<file path="src/core/stsq_pkg.sv">
package stsq_pkg;
  // unlock keys, written in this order to the key word
  localparam logic [31:0] KEY_FIRST        = 32'h753f924e;
  localparam logic [31:0] KEY_SECOND       = 32'h8ac06db1;
  localparam logic [4:0]  KEY_ACCESS_LIMIT = 5'h1e;
  localparam logic [4:0]  ACCESS_CNT_RESET = 5'h00;

  // partition map: pointers below LOGIC_BASE are memory partitions
  localparam int          NMEM       = 96;
  localparam int          NLOG       = 4;
  localparam logic [6:0]  PTR_END    = 7'h7f;
  localparam logic [6:0]  LOGIC_BASE = 7'h60;
  localparam logic [6:0]  FIRST_PTR_RESET = 7'h7f;

  // logic test runs at a quarter of the test clock
  localparam int          PLL_MHZ   = 200;
  localparam int          LOGIC_MHZ = 50;
  localparam logic [7:0]  LOGIC_DIV = 8'(PLL_MHZ / LOGIC_MHZ);
  localparam logic [7:0]  SHIFT_LEN = 8'h10;
  localparam logic [7:0]  FLUSH_LEN = 8'h08;

  // control word fields
  localparam int PTR_LSB      = 0;
  localparam int CSM_BIT      = 7;
  localparam int SHS_LSB      = 8;
  localparam int SCAN_ENABLE_OFF_DELAY_LSB = 11;
  localparam int SCAN_ENABLE_ON_DELAY_LSB  = 15;
  localparam int PFT_BIT      = 19;
  localparam int CWS_LSB      = 20;
  localparam int PATTERN_GENERATOR_LOAD_ENABLE_BIT   = 23;
  localparam logic [7:0]  MEM_CTRL_RESET   = 8'h7f;
  localparam logic [31:0] LOGIC_CTRL_RESET = 32'h0072a87f;
  localparam logic [15:0] PCS_RESET        = 16'h0000;

  // run control fields
  localparam int RUN_BIT       = 0;
  localparam int MEM_PLL_BIT   = 1;
  localparam int LOGIC_PLL_BIT = 2;
  localparam int IRQ_EN_BIT    = 3;
  localparam logic [3:0]  RUN_CFG_RESET = 4'h0;

  localparam logic [31:0] WDG_RESET = 32'h0000ffff;

  typedef enum logic [2:0] {
    SEL_KEY, SEL_MEM_CTRL, SEL_LOGIC_CTRL, SEL_PATTERN_COUNT,
    SEL_FAULT_MAP, SEL_RUN, SEL_WATCHDOG, SEL_FIRST_PTR
  } stsq_sel_t;
endpackage

</file>
<file path="src/core/stsq_sequencer.sv">
// Behaviour
// - separate offline memory and online logic result copies
// - offline memory results held in six words
// - logic chain end pulses functional reset
// - unlock only after two keys in order
// - relock unless second key within 30 accesses
// - memory mode bit selects concurrent next partition
// - memory next pointer, 0x7f ends chain
// - per partition fault recoverable or unrecoverable
// - logic next pointer, 0x7f ends chain
// - shift speed field sets scan shift rate
// - scan enable off and on delays
// - flush patterns first when flush bit zero
// - apply programmed pattern count per partition
// - run bit starts test, selects clocks, irq
// - watchdog resets device on stalled progress
// - logic test divided to quarter rate
module stsq_sequencer
  import stsq_pkg::*;
(
  // clock and reset
  input  logic                  ref_clk_in,
  input  logic                  sys_rst_in,
  // configuration writes and offline start
  input  logic                  cfg_wr_in,
  input  stsq_pkg::stsq_sel_t   cfg_sel_in,
  input  logic [6:0]            cfg_idx_in,
  input  logic [31:0]           cfg_data_in,
  input  logic                  offline_start_in,
  // memory test engines
  input  logic                  mem_done_in,
  input  logic [6:0]            mem_done_part_in,
  input  logic                  mem_fail_in,
  output logic                  mem_start_out,
  output logic [6:0]            mem_part_out,
  // logic test engine
  input  logic                  logic_fail_in,
  output logic [1:0]            logic_part_out,
  output logic                  scan_enable_out,
  output logic                  shift_clk_en_out,
  output logic                  capture_out,
  output logic                  flush_out,
  output logic [2:0]            compactor_width_select_out,
  // clock selection and status
  output logic                  mem_pll_sel_out,
  output logic                  logic_pll_sel_out,
  output logic                  unlocked_out,
  output logic                  busy_out,
  // system events
  output logic                  func_reset_out,
  output logic                  wdg_reset_out,
  output logic                  end_irq_out,
  output logic                  fault_recoverable_out,
  output logic                  fault_unrecoverable_out,
  // results
  output logic [31:0]           memtest_status_low_out,
  output logic [31:0]           memtest_status_mid_out,
  output logic [31:0]           memtest_status_high_out,
  output logic [31:0]           memtest_error_low_out,
  output logic [31:0]           memtest_error_mid_out,
  output logic [31:0]           memtest_error_high_out,
  output logic [31:0]           online_logictest_status_out,
  output logic [31:0]           online_logictest_error_out
);
  import stsq_pkg::*;

  typedef enum logic [1:0] {KEY_LOCKED, KEY_HALF, KEY_OPEN} stsq_key_t;
  typedef enum logic [3:0] {
    ST_IDLE, ST_MEM_LAUNCH, ST_MEM_WAIT, ST_LB_START, ST_LB_FLUSH, ST_LB_SHIFT,
    ST_LB_SE_OFF, ST_LB_CAPTURE, ST_LB_SE_ON, ST_LB_NEXT, ST_FINISH
  } stsq_state_t;

  stsq_key_t   key_state;
  logic [4:0]  access_cnt;
  logic [7:0]  mem_ctrl [NMEM];
  logic [31:0] logic_ctrl [NLOG];
  logic [15:0] pattern_count [NLOG];
  logic [NMEM-1:0] fault_map, mem_status, mem_error;
  logic [3:0]  run_cfg;
  logic [31:0] wdg_timeout, wdg_cnt;
  logic [6:0]  first_ptr, cur_ptr, hop_ptr, next_cur;
  logic [7:0]  outstanding, bit_cnt;
  logic [3:0]  dly_cnt;
  logic [15:0] pat_left;
  logic        offline_run, logic_ran;
  stsq_state_t state, next_state;

  // write decode
  wire key_wr   = cfg_wr_in && (cfg_sel_in == SEL_KEY);
  wire is_key2  = key_wr && (cfg_data_in == KEY_SECOND);
  wire unlocked = key_state == KEY_OPEN;
  wire cfg_ok   = cfg_wr_in && unlocked && (cfg_sel_in != SEL_KEY);
  wire wr_mem   = cfg_ok && cfg_sel_in == SEL_MEM_CTRL && cfg_idx_in < LOGIC_BASE;
  wire wr_log   = cfg_ok && cfg_sel_in == SEL_LOGIC_CTRL && cfg_idx_in < 7'(NLOG);
  wire wr_pcs   = cfg_ok && cfg_sel_in == SEL_PATTERN_COUNT && cfg_idx_in < 7'(NLOG);
  wire wr_run   = cfg_ok && cfg_sel_in == SEL_RUN;
  wire start_on = wr_run && cfg_data_in[RUN_BIT] && state == ST_IDLE;
  wire start_off = offline_start_in && state == ST_IDLE && !start_on;
  wire start    = start_on || start_off;

  // current partition words
  wire        cur_is_mem = cur_ptr < LOGIC_BASE;
  wire [1:0]  lidx       = 2'(cur_ptr - LOGIC_BASE);
  wire [7:0]  cur_mem    = cur_is_mem ? mem_ctrl[cur_ptr] : MEM_CTRL_RESET;
  wire [31:0] cur_log    = logic_ctrl[lidx];
  wire [6:0]  mem_next   = cur_mem[PTR_LSB +: 7];
  wire        mem_conc   = cur_mem[CSM_BIT];
  wire [6:0]  log_next   = cur_log[PTR_LSB +: 7];
  wire [2:0]  scan_shift_speed        = cur_log[SHS_LSB +: 3];
  wire [3:0]  scan_enable_off_delay   = cur_log[SCAN_ENABLE_OFF_DELAY_LSB +: 4];
  wire [3:0]  scan_enable_on_delay    = cur_log[SCAN_ENABLE_ON_DELAY_LSB +: 4];
  wire        flush_pattern_control        = cur_log[PFT_BIT];

  // rate ticks: quarter rate for logic test, then shift speed on top
  wire logic_tick, shift_tick;
  wire div_clear = state == ST_IDLE;
  stsq_tick_div u_logic_div (
    .ref_clk_in (ref_clk_in),
    .sys_rst_in (sys_rst_in),
    .clear_in   (div_clear),
    .en_in      (1'b1),
    .div_in     (LOGIC_DIV),
    .tick_out   (logic_tick)
  );
  stsq_tick_div u_shift_div (
    .ref_clk_in (ref_clk_in),
    .sys_rst_in (sys_rst_in),
    .clear_in   (div_clear),
    .en_in      (logic_tick),
    .div_in     ({5'h00, scan_shift_speed} + 8'h01),
    .tick_out   (shift_tick)
  );

  wire launch    = state == ST_MEM_LAUNCH;
  wire shifting  = state == ST_LB_FLUSH || state == ST_LB_SHIFT;
  wire bit_last  = bit_cnt == ((state == ST_LB_FLUSH ? FLUSH_LEN : SHIFT_LEN) - 8'h01);
  wire lb_done   = state == ST_LB_NEXT;
  wire cap_now   = state == ST_LB_CAPTURE && logic_tick;
  wire progress  = start || launch || mem_done_in || cap_now || lb_done;
  wire wdg_fire  = state != ST_IDLE && wdg_cnt == 32'h0;
  wire [7:0] out_next = outstanding + {7'h00, launch} - {7'h00, mem_done_in && outstanding != 8'h00};

  always_comb begin
    next_state = state;
    next_cur   = cur_ptr;
    unique case (state)
      ST_IDLE: if (start) begin
        next_cur   = first_ptr;
        next_state = first_ptr == PTR_END ? ST_FINISH :
                     first_ptr < LOGIC_BASE ? ST_MEM_LAUNCH : ST_LB_START;
      end
      ST_MEM_LAUNCH: if (mem_conc && mem_next < LOGIC_BASE) next_cur = mem_next;
                     else next_state = ST_MEM_WAIT;
      ST_MEM_WAIT: if (outstanding == 8'h00) begin
        next_cur   = hop_ptr;
        next_state = hop_ptr == PTR_END ? ST_FINISH :
                     hop_ptr < LOGIC_BASE ? ST_MEM_LAUNCH : ST_LB_START;
      end
      ST_LB_START: next_state = pattern_count[lidx] == 16'h0 ? ST_LB_NEXT :
                                !flush_pattern_control ? ST_LB_FLUSH : ST_LB_SHIFT;
      ST_LB_FLUSH: if (shift_tick && bit_last) next_state = ST_LB_SHIFT;
      ST_LB_SHIFT: if (shift_tick && bit_last) next_state = ST_LB_SE_OFF;
      ST_LB_SE_OFF: if (logic_tick && dly_cnt == scan_enable_off_delay) next_state = ST_LB_CAPTURE;
      ST_LB_CAPTURE: if (logic_tick) next_state = ST_LB_SE_ON;
      ST_LB_SE_ON: if (logic_tick && dly_cnt == scan_enable_on_delay)
                     next_state = pat_left == 16'h1 ? ST_LB_NEXT : ST_LB_SHIFT;
      ST_LB_NEXT: begin
        // a logic pointer that names a memory partition ends the chain safely
        next_cur   = log_next;
        next_state = (log_next == PTR_END || log_next < LOGIC_BASE) ? ST_FINISH : ST_LB_START;
      end
      ST_FINISH: next_state = ST_IDLE;
      default: next_state = ST_IDLE;
    endcase
    if (wdg_fire) next_state = ST_IDLE;
  end

  // key lock: second key must recur before the access budget runs out
  always_ff @(posedge ref_clk_in or posedge sys_rst_in) begin
    if (sys_rst_in) begin
      key_state  <= KEY_LOCKED;
      access_cnt <= ACCESS_CNT_RESET;
    end else if (cfg_wr_in) begin
      unique case (key_state)
        KEY_LOCKED: if (key_wr && cfg_data_in == KEY_FIRST) key_state <= KEY_HALF;
        KEY_HALF: key_state <= is_key2 ? KEY_OPEN : KEY_LOCKED;
        KEY_OPEN: if (is_key2) access_cnt <= ACCESS_CNT_RESET;
                  else if (access_cnt + 5'h01 >= KEY_ACCESS_LIMIT) key_state <= KEY_LOCKED;
                  else access_cnt <= access_cnt + 5'h01;
      endcase
      if (key_state != KEY_OPEN) access_cnt <= ACCESS_CNT_RESET;
    end
  end

  // configuration store, each item live as soon as written
  always_ff @(posedge ref_clk_in or posedge sys_rst_in) begin
    if (sys_rst_in) begin
      for (int i = 0; i < NMEM; i++) mem_ctrl[i] <= MEM_CTRL_RESET;
      for (int i = 0; i < NLOG; i++) logic_ctrl[i] <= LOGIC_CTRL_RESET;
      for (int i = 0; i < NLOG; i++) pattern_count[i] <= PCS_RESET;
      fault_map   <= '0;
      run_cfg     <= RUN_CFG_RESET;
      wdg_timeout <= WDG_RESET;
      first_ptr   <= FIRST_PTR_RESET;
    end else begin
      if (wr_mem) mem_ctrl[cfg_idx_in] <= cfg_data_in[7:0];
      if (wr_log) logic_ctrl[cfg_idx_in[1:0]] <= cfg_data_in;
      if (wr_pcs) pattern_count[cfg_idx_in[1:0]] <= cfg_data_in[15:0];
      if (cfg_ok && cfg_sel_in == SEL_FAULT_MAP && cfg_idx_in < 7'h03)
        fault_map[32*cfg_idx_in[1:0] +: 32] <= cfg_data_in;
      if (wr_run) run_cfg <= cfg_data_in[3:0];
      if (cfg_ok && cfg_sel_in == SEL_WATCHDOG) wdg_timeout <= cfg_data_in;
      if (cfg_ok && cfg_sel_in == SEL_FIRST_PTR) first_ptr <= cfg_data_in[6:0];
    end
  end

  // sequencer state and counters
  always_ff @(posedge ref_clk_in or posedge sys_rst_in) begin
    if (sys_rst_in) begin
      state <= ST_IDLE;
      cur_ptr <= PTR_END;
      hop_ptr <= PTR_END;
      outstanding <= 8'h00;
      offline_run <= 1'b0;
      logic_ran <= 1'b0;
      wdg_cnt <= WDG_RESET;
    end else begin
      state <= next_state;
      cur_ptr <= next_cur;
      outstanding <= wdg_fire ? 8'h00 : out_next;
      if (launch) hop_ptr <= mem_next;
      if (start) offline_run <= start_off;
      if (start) logic_ran <= 1'b0;
      else if (lb_done) logic_ran <= 1'b1;
      if (progress) wdg_cnt <= wdg_timeout;
      else if (state != ST_IDLE && wdg_cnt != 32'h0) wdg_cnt <= wdg_cnt - 32'h1;
    end
  end

  always_ff @(posedge ref_clk_in or posedge sys_rst_in) begin
    if (sys_rst_in) begin
      bit_cnt <= 8'h00;
      dly_cnt <= 4'h0;
      pat_left <= PCS_RESET;
    end else begin
      if (state == ST_LB_START) pat_left <= pattern_count[lidx];
      else if (state == ST_LB_SE_ON && next_state != ST_LB_SE_ON) pat_left <= pat_left - 16'h1;
      if (!shifting || (shift_tick && bit_last)) bit_cnt <= 8'h00;
      else if (shift_tick) bit_cnt <= bit_cnt + 8'h01;
      if (state != next_state) dly_cnt <= 4'h0;
      else if (logic_tick) dly_cnt <= dly_cnt + 4'h1;
    end
  end

  // results: offline memory words and online logic words are kept apart
  always_ff @(posedge ref_clk_in or posedge sys_rst_in) begin
    if (sys_rst_in) begin
      mem_status <= '0;
      mem_error <= '0;
      online_logictest_status_out <= 32'h0;
      online_logictest_error_out <= 32'h0;
    end else begin
      if (start_off) begin
        mem_status <= '0;
        mem_error <= '0;
      end
      // a completion in the clearing cycle lands only if offline_run is already set from the last run: the set wins
      if (mem_done_in && offline_run && mem_done_part_in < LOGIC_BASE) begin
        mem_status[mem_done_part_in] <= 1'b1;
        if (mem_fail_in) mem_error[mem_done_part_in] <= 1'b1;
      end
      if (start_on) begin
        online_logictest_status_out <= 32'h0;
        online_logictest_error_out <= 32'h0;
      end else if (lb_done && !offline_run) begin
        online_logictest_status_out[lidx] <= 1'b1;
        online_logictest_error_out[lidx] <= logic_fail_in;
      end
    end
  end

  // registered outputs
  wire part_unrec = mem_done_part_in < LOGIC_BASE && fault_map[mem_done_part_in];
  always_ff @(posedge ref_clk_in or posedge sys_rst_in) begin
    if (sys_rst_in) begin
      mem_start_out <= 1'b0;
      mem_part_out <= PTR_END;
      logic_part_out <= 2'h0;
      scan_enable_out <= 1'b0;
      shift_clk_en_out <= 1'b0;
      capture_out <= 1'b0;
      flush_out <= 1'b0;
      compactor_width_select_out <= 3'h0;
      func_reset_out <= 1'b0;
      wdg_reset_out <= 1'b0;
      end_irq_out <= 1'b0;
      fault_recoverable_out <= 1'b0;
      fault_unrecoverable_out <= 1'b0;
      busy_out <= 1'b0;
      unlocked_out <= 1'b0;
    end else begin
      mem_start_out <= launch;
      if (launch) mem_part_out <= cur_ptr;
      logic_part_out <= lidx;
      scan_enable_out <= shifting;
      shift_clk_en_out <= shifting && shift_tick;
      capture_out <= cap_now;
      flush_out <= state == ST_LB_FLUSH;
      compactor_width_select_out <= cur_log[CWS_LSB +: 3];
      func_reset_out <= state == ST_FINISH && logic_ran;
      wdg_reset_out <= wdg_fire;
      end_irq_out <= state == ST_FINISH && run_cfg[IRQ_EN_BIT];
      fault_recoverable_out <= mem_done_in && mem_fail_in && !part_unrec;
      fault_unrecoverable_out <= mem_done_in && mem_fail_in && part_unrec;
      busy_out <= next_state != ST_IDLE;
      unlocked_out <= unlocked;
    end
  end

  assign mem_pll_sel_out = run_cfg[MEM_PLL_BIT];
  assign logic_pll_sel_out = run_cfg[LOGIC_PLL_BIT];
  assign memtest_status_low_out = mem_status[31:0];
  assign memtest_status_mid_out = mem_status[63:32];
  assign memtest_status_high_out = mem_status[95:64];
  assign memtest_error_low_out = mem_error[31:0];
  assign memtest_error_mid_out = mem_error[63:32];
  assign memtest_error_high_out = mem_error[95:64];
endmodule

</file>
<file path="src/core/stsq_tick_div.sv">
module stsq_tick_div (
  // clock and reset
  input  logic       ref_clk_in,
  input  logic       sys_rst_in,
  // control
  input  logic       clear_in,
  input  logic       en_in,
  input  logic [7:0] div_in,
  // tick
  output logic       tick_out
);
  logic [7:0] cnt;
  wire        wrap = (cnt + 8'h01) >= div_in;

  always_ff @(posedge ref_clk_in or posedge sys_rst_in) begin
    if (sys_rst_in) begin
      cnt      <= 8'h00;
      tick_out <= 1'b0;
    end else if (clear_in) begin
      cnt      <= 8'h00;
      tick_out <= 1'b0;
    end else begin
      tick_out <= en_in && wrap;
      if (en_in) cnt <= wrap ? 8'h00 : cnt + 8'h01;
    end
  end
endmodule

</file>
<file path="config.mk">
export PLATFORM = sky130hd
export DESIGN_NAME = stsq_sequencer
export DESIGN_NICKNAME = d
export VERILOG_FILES = /design/src/core/stsq_pkg.sv /design/src/core/stsq_sequencer.sv /design/src/core/stsq_tick_div.sv
export SDC_FILE = /design/constraint.sdc
export NUM_CORES = 2
export LEC_CHECK = 0
export BUFFER_PORTS_ARGS = -buffer_cell sky130_fd_sc_hd__buf_2
export CAP_MARGIN = 5
export CELL_PAD_IN_SITES_DETAIL_PLACEMENT = 0
export CELL_PAD_IN_SITES_GLOBAL_PLACEMENT = 2
export CORE_MARGIN = 3
export CORE_UTILIZATION = 47
export CTS_CLUSTER_SIZE = 10
export DETAILED_ROUTE_END_ITERATION = 8
export MAX_ROUTING_LAYER = met4
export PLACE_DENSITY = 0.87
export SLEW_MARGIN = 15
export SYNTH_ARGS = -nofsm -noshare
export SYNTH_HDL_FRONTEND = slang
export SYNTH_SLANG_ARGS = --single-unit
</file>
<file path="constraint.sdc">
create_clock -name ref_clk_in -period 82.7 [get_ports ref_clk_in]
set_clock_uncertainty 0.05 [all_clocks]
set_input_delay 16.54 -clock ref_clk_in [delete_from_list [all_inputs] [get_ports ref_clk_in]]
set_output_delay 16.54 -clock ref_clk_in [all_outputs]
set_load 0.05 [all_outputs]
</file>
; ---- Word-level counts from Yosys, hierarchy flattened
; Cells that the tools add are included.
[op_classes]
addsub = 13
order_cmp = 22
n_eq_ne = 38
shifts = 2
mux = 86
bitwise_logic = 7
n_reduce_logical = 79
[ops]
columns = op, count
row1 = $bwmux 768, 1
row2 = $mux 96, 5
row3 = $mux 32, 7
row4 = $or 96x96->96, 2
row5 = $bwmux 128, 1
row6 = $bwmux 96, 1
row7 = $mux 8, 12
row8 = $shift 32x34->96 const A, 1
row9 = $shiftx 32x34->96, 1
row10 = $mux 16, 5
row11 = $bmux 32 s2, 1
row12 = $bwmux 64, 1
row13 = $demux 32 s2, 1
row14 = $mux 4, 16
row15 = $bmux 8 s7, 1
row16 = $demux 8 s7, 1
row17 = $lt 7x7->1 const B, 7
row18 = $mux 23, 2
row19 = $logic_and 1x1->1, 44
row20 = $pmux 4 s10, 1
row21 = $neg 7->34, 1
row22 = $bmux 16 s2, 1
row23 = $bwmux 32, 1
row24 = $demux 16 s2, 1
row25 = 70 further kinds, 132
[word_totals]
reg_bits = 1492
inputBits = 56
out_inout_bits = 282
elab_cells = 390

; ---- Longest topological paths before layout
[logic_depth]
depth_word = 16
mapped_depth = 18
ltp_nobuf = 16

; ---- By module
; From an unflattened synthesis, not the netlist that was laid out.
[unflattened]
cells_unflattened = 4909
area_unflattened_um2 = 65064.9
[by_module_without_submodules]
columns = module, n_inst, cells_each, area_per_inst_um2, seq_area_each_um2
row1 = stsq_sequencer, 1, 4743, 63545.9, 35444.0
row2 = stsq_tick_div, 2, 83, 759.5, 225.2

; ---- Least setup slack after synthesis
; OpenSTA, ideal clock, no wires.
[synth_path]
path_type = input-to-reg
start = in cfg_sel_in[2]
end = reg pat_left[1]
setup_time_ps = 77
t_arrival_ps = 19037
t_required_ps = 82573
slack_ps = 63537
stages = 10
n_path_buf = 1
path_cell_list = and3_1 > a41o_1 > and2_0 > clkbuf_1 > a211o_1 > or4b_4 > nor4_4 > nand2b_1 > mux2_1 > o21ai_1
[synth_via]
elab_chain_cells = 14
elab_cells_between_ends = 15
cone_classes = 2 x eq/ne / 3 x mux / 10 x reduce/logical
[synth_rtl]
columns = item, line_no
row1 = from (decl), stsq_sequencer.sv:26  ; input stsq_pkg::stsq_sel_t cfg_sel_in,
row2 = $reduce_bool 3->1, stsq_sequencer.sv:92  ; wire cfg_ok = cfg_wr_in && unlocked && (cfg_sel_in != SEL_KEY);
row3 = $logic_and 1x1->1, stsq_sequencer.sv:92
row4 = $logic_and 1x1->1 (*), stsq_sequencer.sv:96  ; wire wr_run = cfg_ok && cfg_sel_in == SEL_RUN;
row5 = $logic_and 1x1->1 (*) (2 in series), stsq_sequencer.sv:97  ; wire start_on = wr_run && cfg_data_in[RUN_BIT] && state == ST_IDLE;
row6 = $logic_not 1->1, stsq_sequencer.sv:98  ; wire start_off = offline_start_in && state == ST_IDLE && !start_on;
row7 = $logic_and 1x1->1, stsq_sequencer.sv:98
row8 = $logic_or 1x1->1 (*), stsq_sequencer.sv:99  ; wire start = start_on || start_off;
row9 = $mux 4 (*), stsq_sequencer.sv:147  ; ST_IDLE: if (start) begin
row10 = $pmux 4 s10 (*), stsq_sequencer.sv:146  ; unique case (state)
row11 = $mux 4 (*), stsq_sequencer.sv:175  ; if (wdg_fire) next_state = ST_IDLE;
row12 = $ne 4x4->1 (*), stsq_sequencer.sv:247  ; else if (state == ST_LB_SE_ON && next_state != ST_LB_SE_ON) pat_left <= pat_left - 16'h1;
row13 = $logic_and 1x1->1 (*), stsq_sequencer.sv:247
row14 = $reduce_bool 2->1 (no line) (*), n/a
row15 = to (signal assigned), stsq_sequencer.sv:246  ; if (state == ST_LB_START) pat_left <= pattern_count[lidx];
row16 = to (signal assigned), stsq_sequencer.sv:247
row17 = to (decl), stsq_sequencer.sv:84  ; logic [15:0] pat_left;
; Every way passes the cells marked *; elsewhere a longest branch is shown, timed or not.
; A chain may end at the register's enable or synchronous reset.

==> reports/metrics.yaml <==
timing:
  setup_viol: 0
  period_share_pct: 25.1
  setup_tns_ns: 0
  rsz0062_at_grt: "no"
  fin_crit_ns: 20.73
  fmax_ghz: 0.0482
  maxSlewViolCount: 0
  slew_headroom_pct: 19.9
  worstMarginPinSlew_ns: 1.20
  layout_setup_ws_ns: 61.97
  hold_viol_final: 0
global_route:
  grt_pass1_wl_um: 259000
  gr-total-overflow: 0
  use_met1_pct: 33.6
  grt_use_total_pct: 24.7
  met2_usage_pct: 38.4
  grt_pass1_vias: 40400
  grt_max_degree: 171
  top_usage_layer: "met2"
  antenna_found_initial: 15
  use_met3_pct: 3.84
worst_setup_path:
  cp_slowest_stage_delay_ns: 0.82
  path_buf_inv: 7
  crit_top_cell: "buf_4"
  arrival_ns: 21.45
  worst-setup-path-type: "in -> async"
  critPathMaxFanout: 130
  cp_top_family: "buffers and inverters"
  path_cells: "buf_2, inv_8, buf_4, buf_4, buf_4, buf_4, buf_4"
  cpMaxStageDelayCell: "buf_4"
  critPathLaunchType: "input port"
  cp-end-kind: "asynchronous set/reset pin"
  required_ns: 83.42
power_and_ir_drop:
  powerDensity_nw_per_um2: 24.8
  swShare_pct: 32.0
  power_w: 0.00178
  ir_worst_vdd_uv: 22.3
  p_seq_share_pct: 42.2
  switching_power_w: 0.000570
  p_comb_share_pct: 20.8
  pwr-share-clk_pct: 37.0
  p_leak_nw: 31.2
  p_int_w: 0.00121
floorplanning:
  die_area_um2: 142000
  start_util_pct: 47.5
  io_pins: 338
  die_x_um: 377
  dieHeight_um: 377
  core_area_um2: 136000
  row_count: 135
placement:
  port_buffers: 281
  preCtsSetupSlack_ns: 60.94
  dp_hpwl_um: 110000
  gp_congestion: 0.856
detailed_routing:
  drcViolationCount: 0
  drtAntennaViolNets: 0
  post_drt_wl_per_cell_um: 24.7
  via_per_inst: 5.80
  dr.pass1.iters: 5
  route.vias.total: 39900
  drt_iter0_markers: 2866
  wl_um: 170000
logic_synthesis:
  yosys-top-cells-count: "mux2_2, dfstp_2, dfrtp_1, nand2_1, o21ai_0"
  synth_top_area_share_pct: 32.1
  synth_edf_count: 0
  ys_seq_area_share_pct: 55.6
  synth_area_leaders: "dfstp_2, dfrtp_1, mux2_2, mux4_2, nand2_1"
  synthCells: 4815
  yosysTopAreaCell: "dfstp_2"
  syn_avg_cell_area_um2: 13.4
  ys_seq_elements: 1395
  asyncSetResetFlopFracSynth_pct: 100
  yosysWarnings: 0
  ys.flop_type: "dfstp_2"
  synth_cell_type_count: 95
  yosysMostFrequentCell: "mux2_2"
  syn_area_um2: 64500
clock_network:
  numCtsBuffers: 161
  clk_latency_ns: 0.81
  cts_htree_levels: 4
  cts_hold_buffers: 0
  cts_root_buffer: "clkbuf_16"
  tritoncts: "built"
  cts_resized: 0
  ctsLongestPathBuffers: 3
  clkTransAtPathRegs_ns: 0.05
  cts_sinks: 1395
  post_cts_buffers: 0
cells_and_area:
  drive_gt1_share_pct: 50.3
  fill_cells: 11400
  num-nets-final: 5073
  area_delta_synth_final_pct: 11.5
min_path:
  hold_class: "reg -> reg"
outcome:
  status: "finished clean"
job:
  maxCapViolations: 0
==> cells in the final DEF (no fill, tap or decap), types with 12 or more instances in the layout <==
cell type    n
clkbuf_16  162
nand2_1    527
nand2b_1    19
nor2_1     163
and2_1      13
nand3_1     46
xnor2_1     50
clkbuf_1    79
buf_2      273
diode_2     13
nand4_1     17
mux4_1      15
o21ai_1     12
a22o_1      58
o21ai_0    296
mux2_2     976
a221oi_1    18
buf_4       65
mux4_2     221
nor2b_1     25
a21oi_1     38
o22ai_1     17
a22oi_1     27
ha_1        36
o211ai_1    14
inv_1       38
and3_1      17
a21o_1      13
conb_1      62
mux2i_1     87
nor4_1      31
nor3_1      50
dfstp_2    786
dfrtp_1    607
xor2_1      24
==> layout make-up <==
cell class	count	area, um2	share of cell area (%)
diodes	13	32.5	0.0452
clock buffers	251	4490	6.24
clock inverters	16	332	0.461
inverters	43	169	0.235
multi-input cells	3037	26800	37.3
flip-flops and latches	1395	35900	49.9
well taps	1781	2230	3.10
repair buffers	342	1930	2.69
==> per-layer routing <==
layer  wire [um]  share of wire (%)
met3        7800                4.6
met5           0                  0
met4        5060                3.0
met1       75500                 44
met2       81800                 48
==> flip-flops by register name (all words and copies together) (netlist names), 16 cells and up <==
register       count
fault_map         96
logic_ctrl        88
mem_ctrl         768
mem_error         96
mem_status        96
pat_left          16
pattern_count     64
wdg_cnt           32
wdg_timeout       32
==> stage by stage <==
step	util (%)	instances	hold WS, ns	cell area, um2
after floorplan	-	4876	0.339	64800
after global placement	49.3	6598	0.403	67100
after detailed placement	49.3	6598	0.411	67100
after CTS	52.9	6865	0.423	71900
after global routing	52.9	6877	0.439	71900
final	52.9	6878	0.420	71900
==> cell families after synthesis <==
group | after synthesis | synth area share, %
DFF | 1395 | 55.6
muxes | 1302 | 26.8
and+or+nand+nor | 991 | 6.97
AOI/OAI and AO/OA | 571 | 5.57
buffers and inverters | 444 | 3.34
xor gates and xnor gates | 74 | 1.00
adders and majority gates | 37 | 0.729
other | 1 | 0.00581
==> worst min-delay path, stage by stage, from the launching register on <==
cell	delay [ns]
dfrtp_1	0.33
nand2_1	0.04
o21ai_0	0.05
==> power groups by stage <==
stage | sequential [W] | clock, W | combinational, W
final | 0.000751 | 0.000659 | 0.000370
after global routing | 0.000755 | 0.000706 | 0.000401
after detailed placement | 0.000761 | 0 | 0.000372
after global placement | 0.000761 | 0 | 0.000369
after floorplan | 0.000757 | 0 | 0.000272
after CTS | 0.000751 | 0.000676 | 0.000374
==> worst paths after layout <==
path	depth (start not counted)	start	to	slack, ns
worst max-delay path	7	sys_rst_in	mem_status[65]$_DFF_PP0_	61.97
worst min-delay path	2	wdg_timeout[30]$_DFFE_PP0P_	wdg_cnt[30]$_DFFE_PP0P_	0.42
worst max register to register	12	cur_ptr[0]$_DFFE_PP1P_	cur_ptr[5]$_DFFE_PP1P_	77.10
worst min register to register	2	wdg_timeout[30]$_DFFE_PP0P_	wdg_cnt[30]$_DFFE_PP0P_	0.42
max in group ref_clk_in	9	cfg_wr_in	mem_status[59]$_DFF_PP0_	63.41
min in group asynchronous	2	sys_rst_in	capture_out$_DFF_PP0_	15.90
Power figures use the tool's default switching activity.
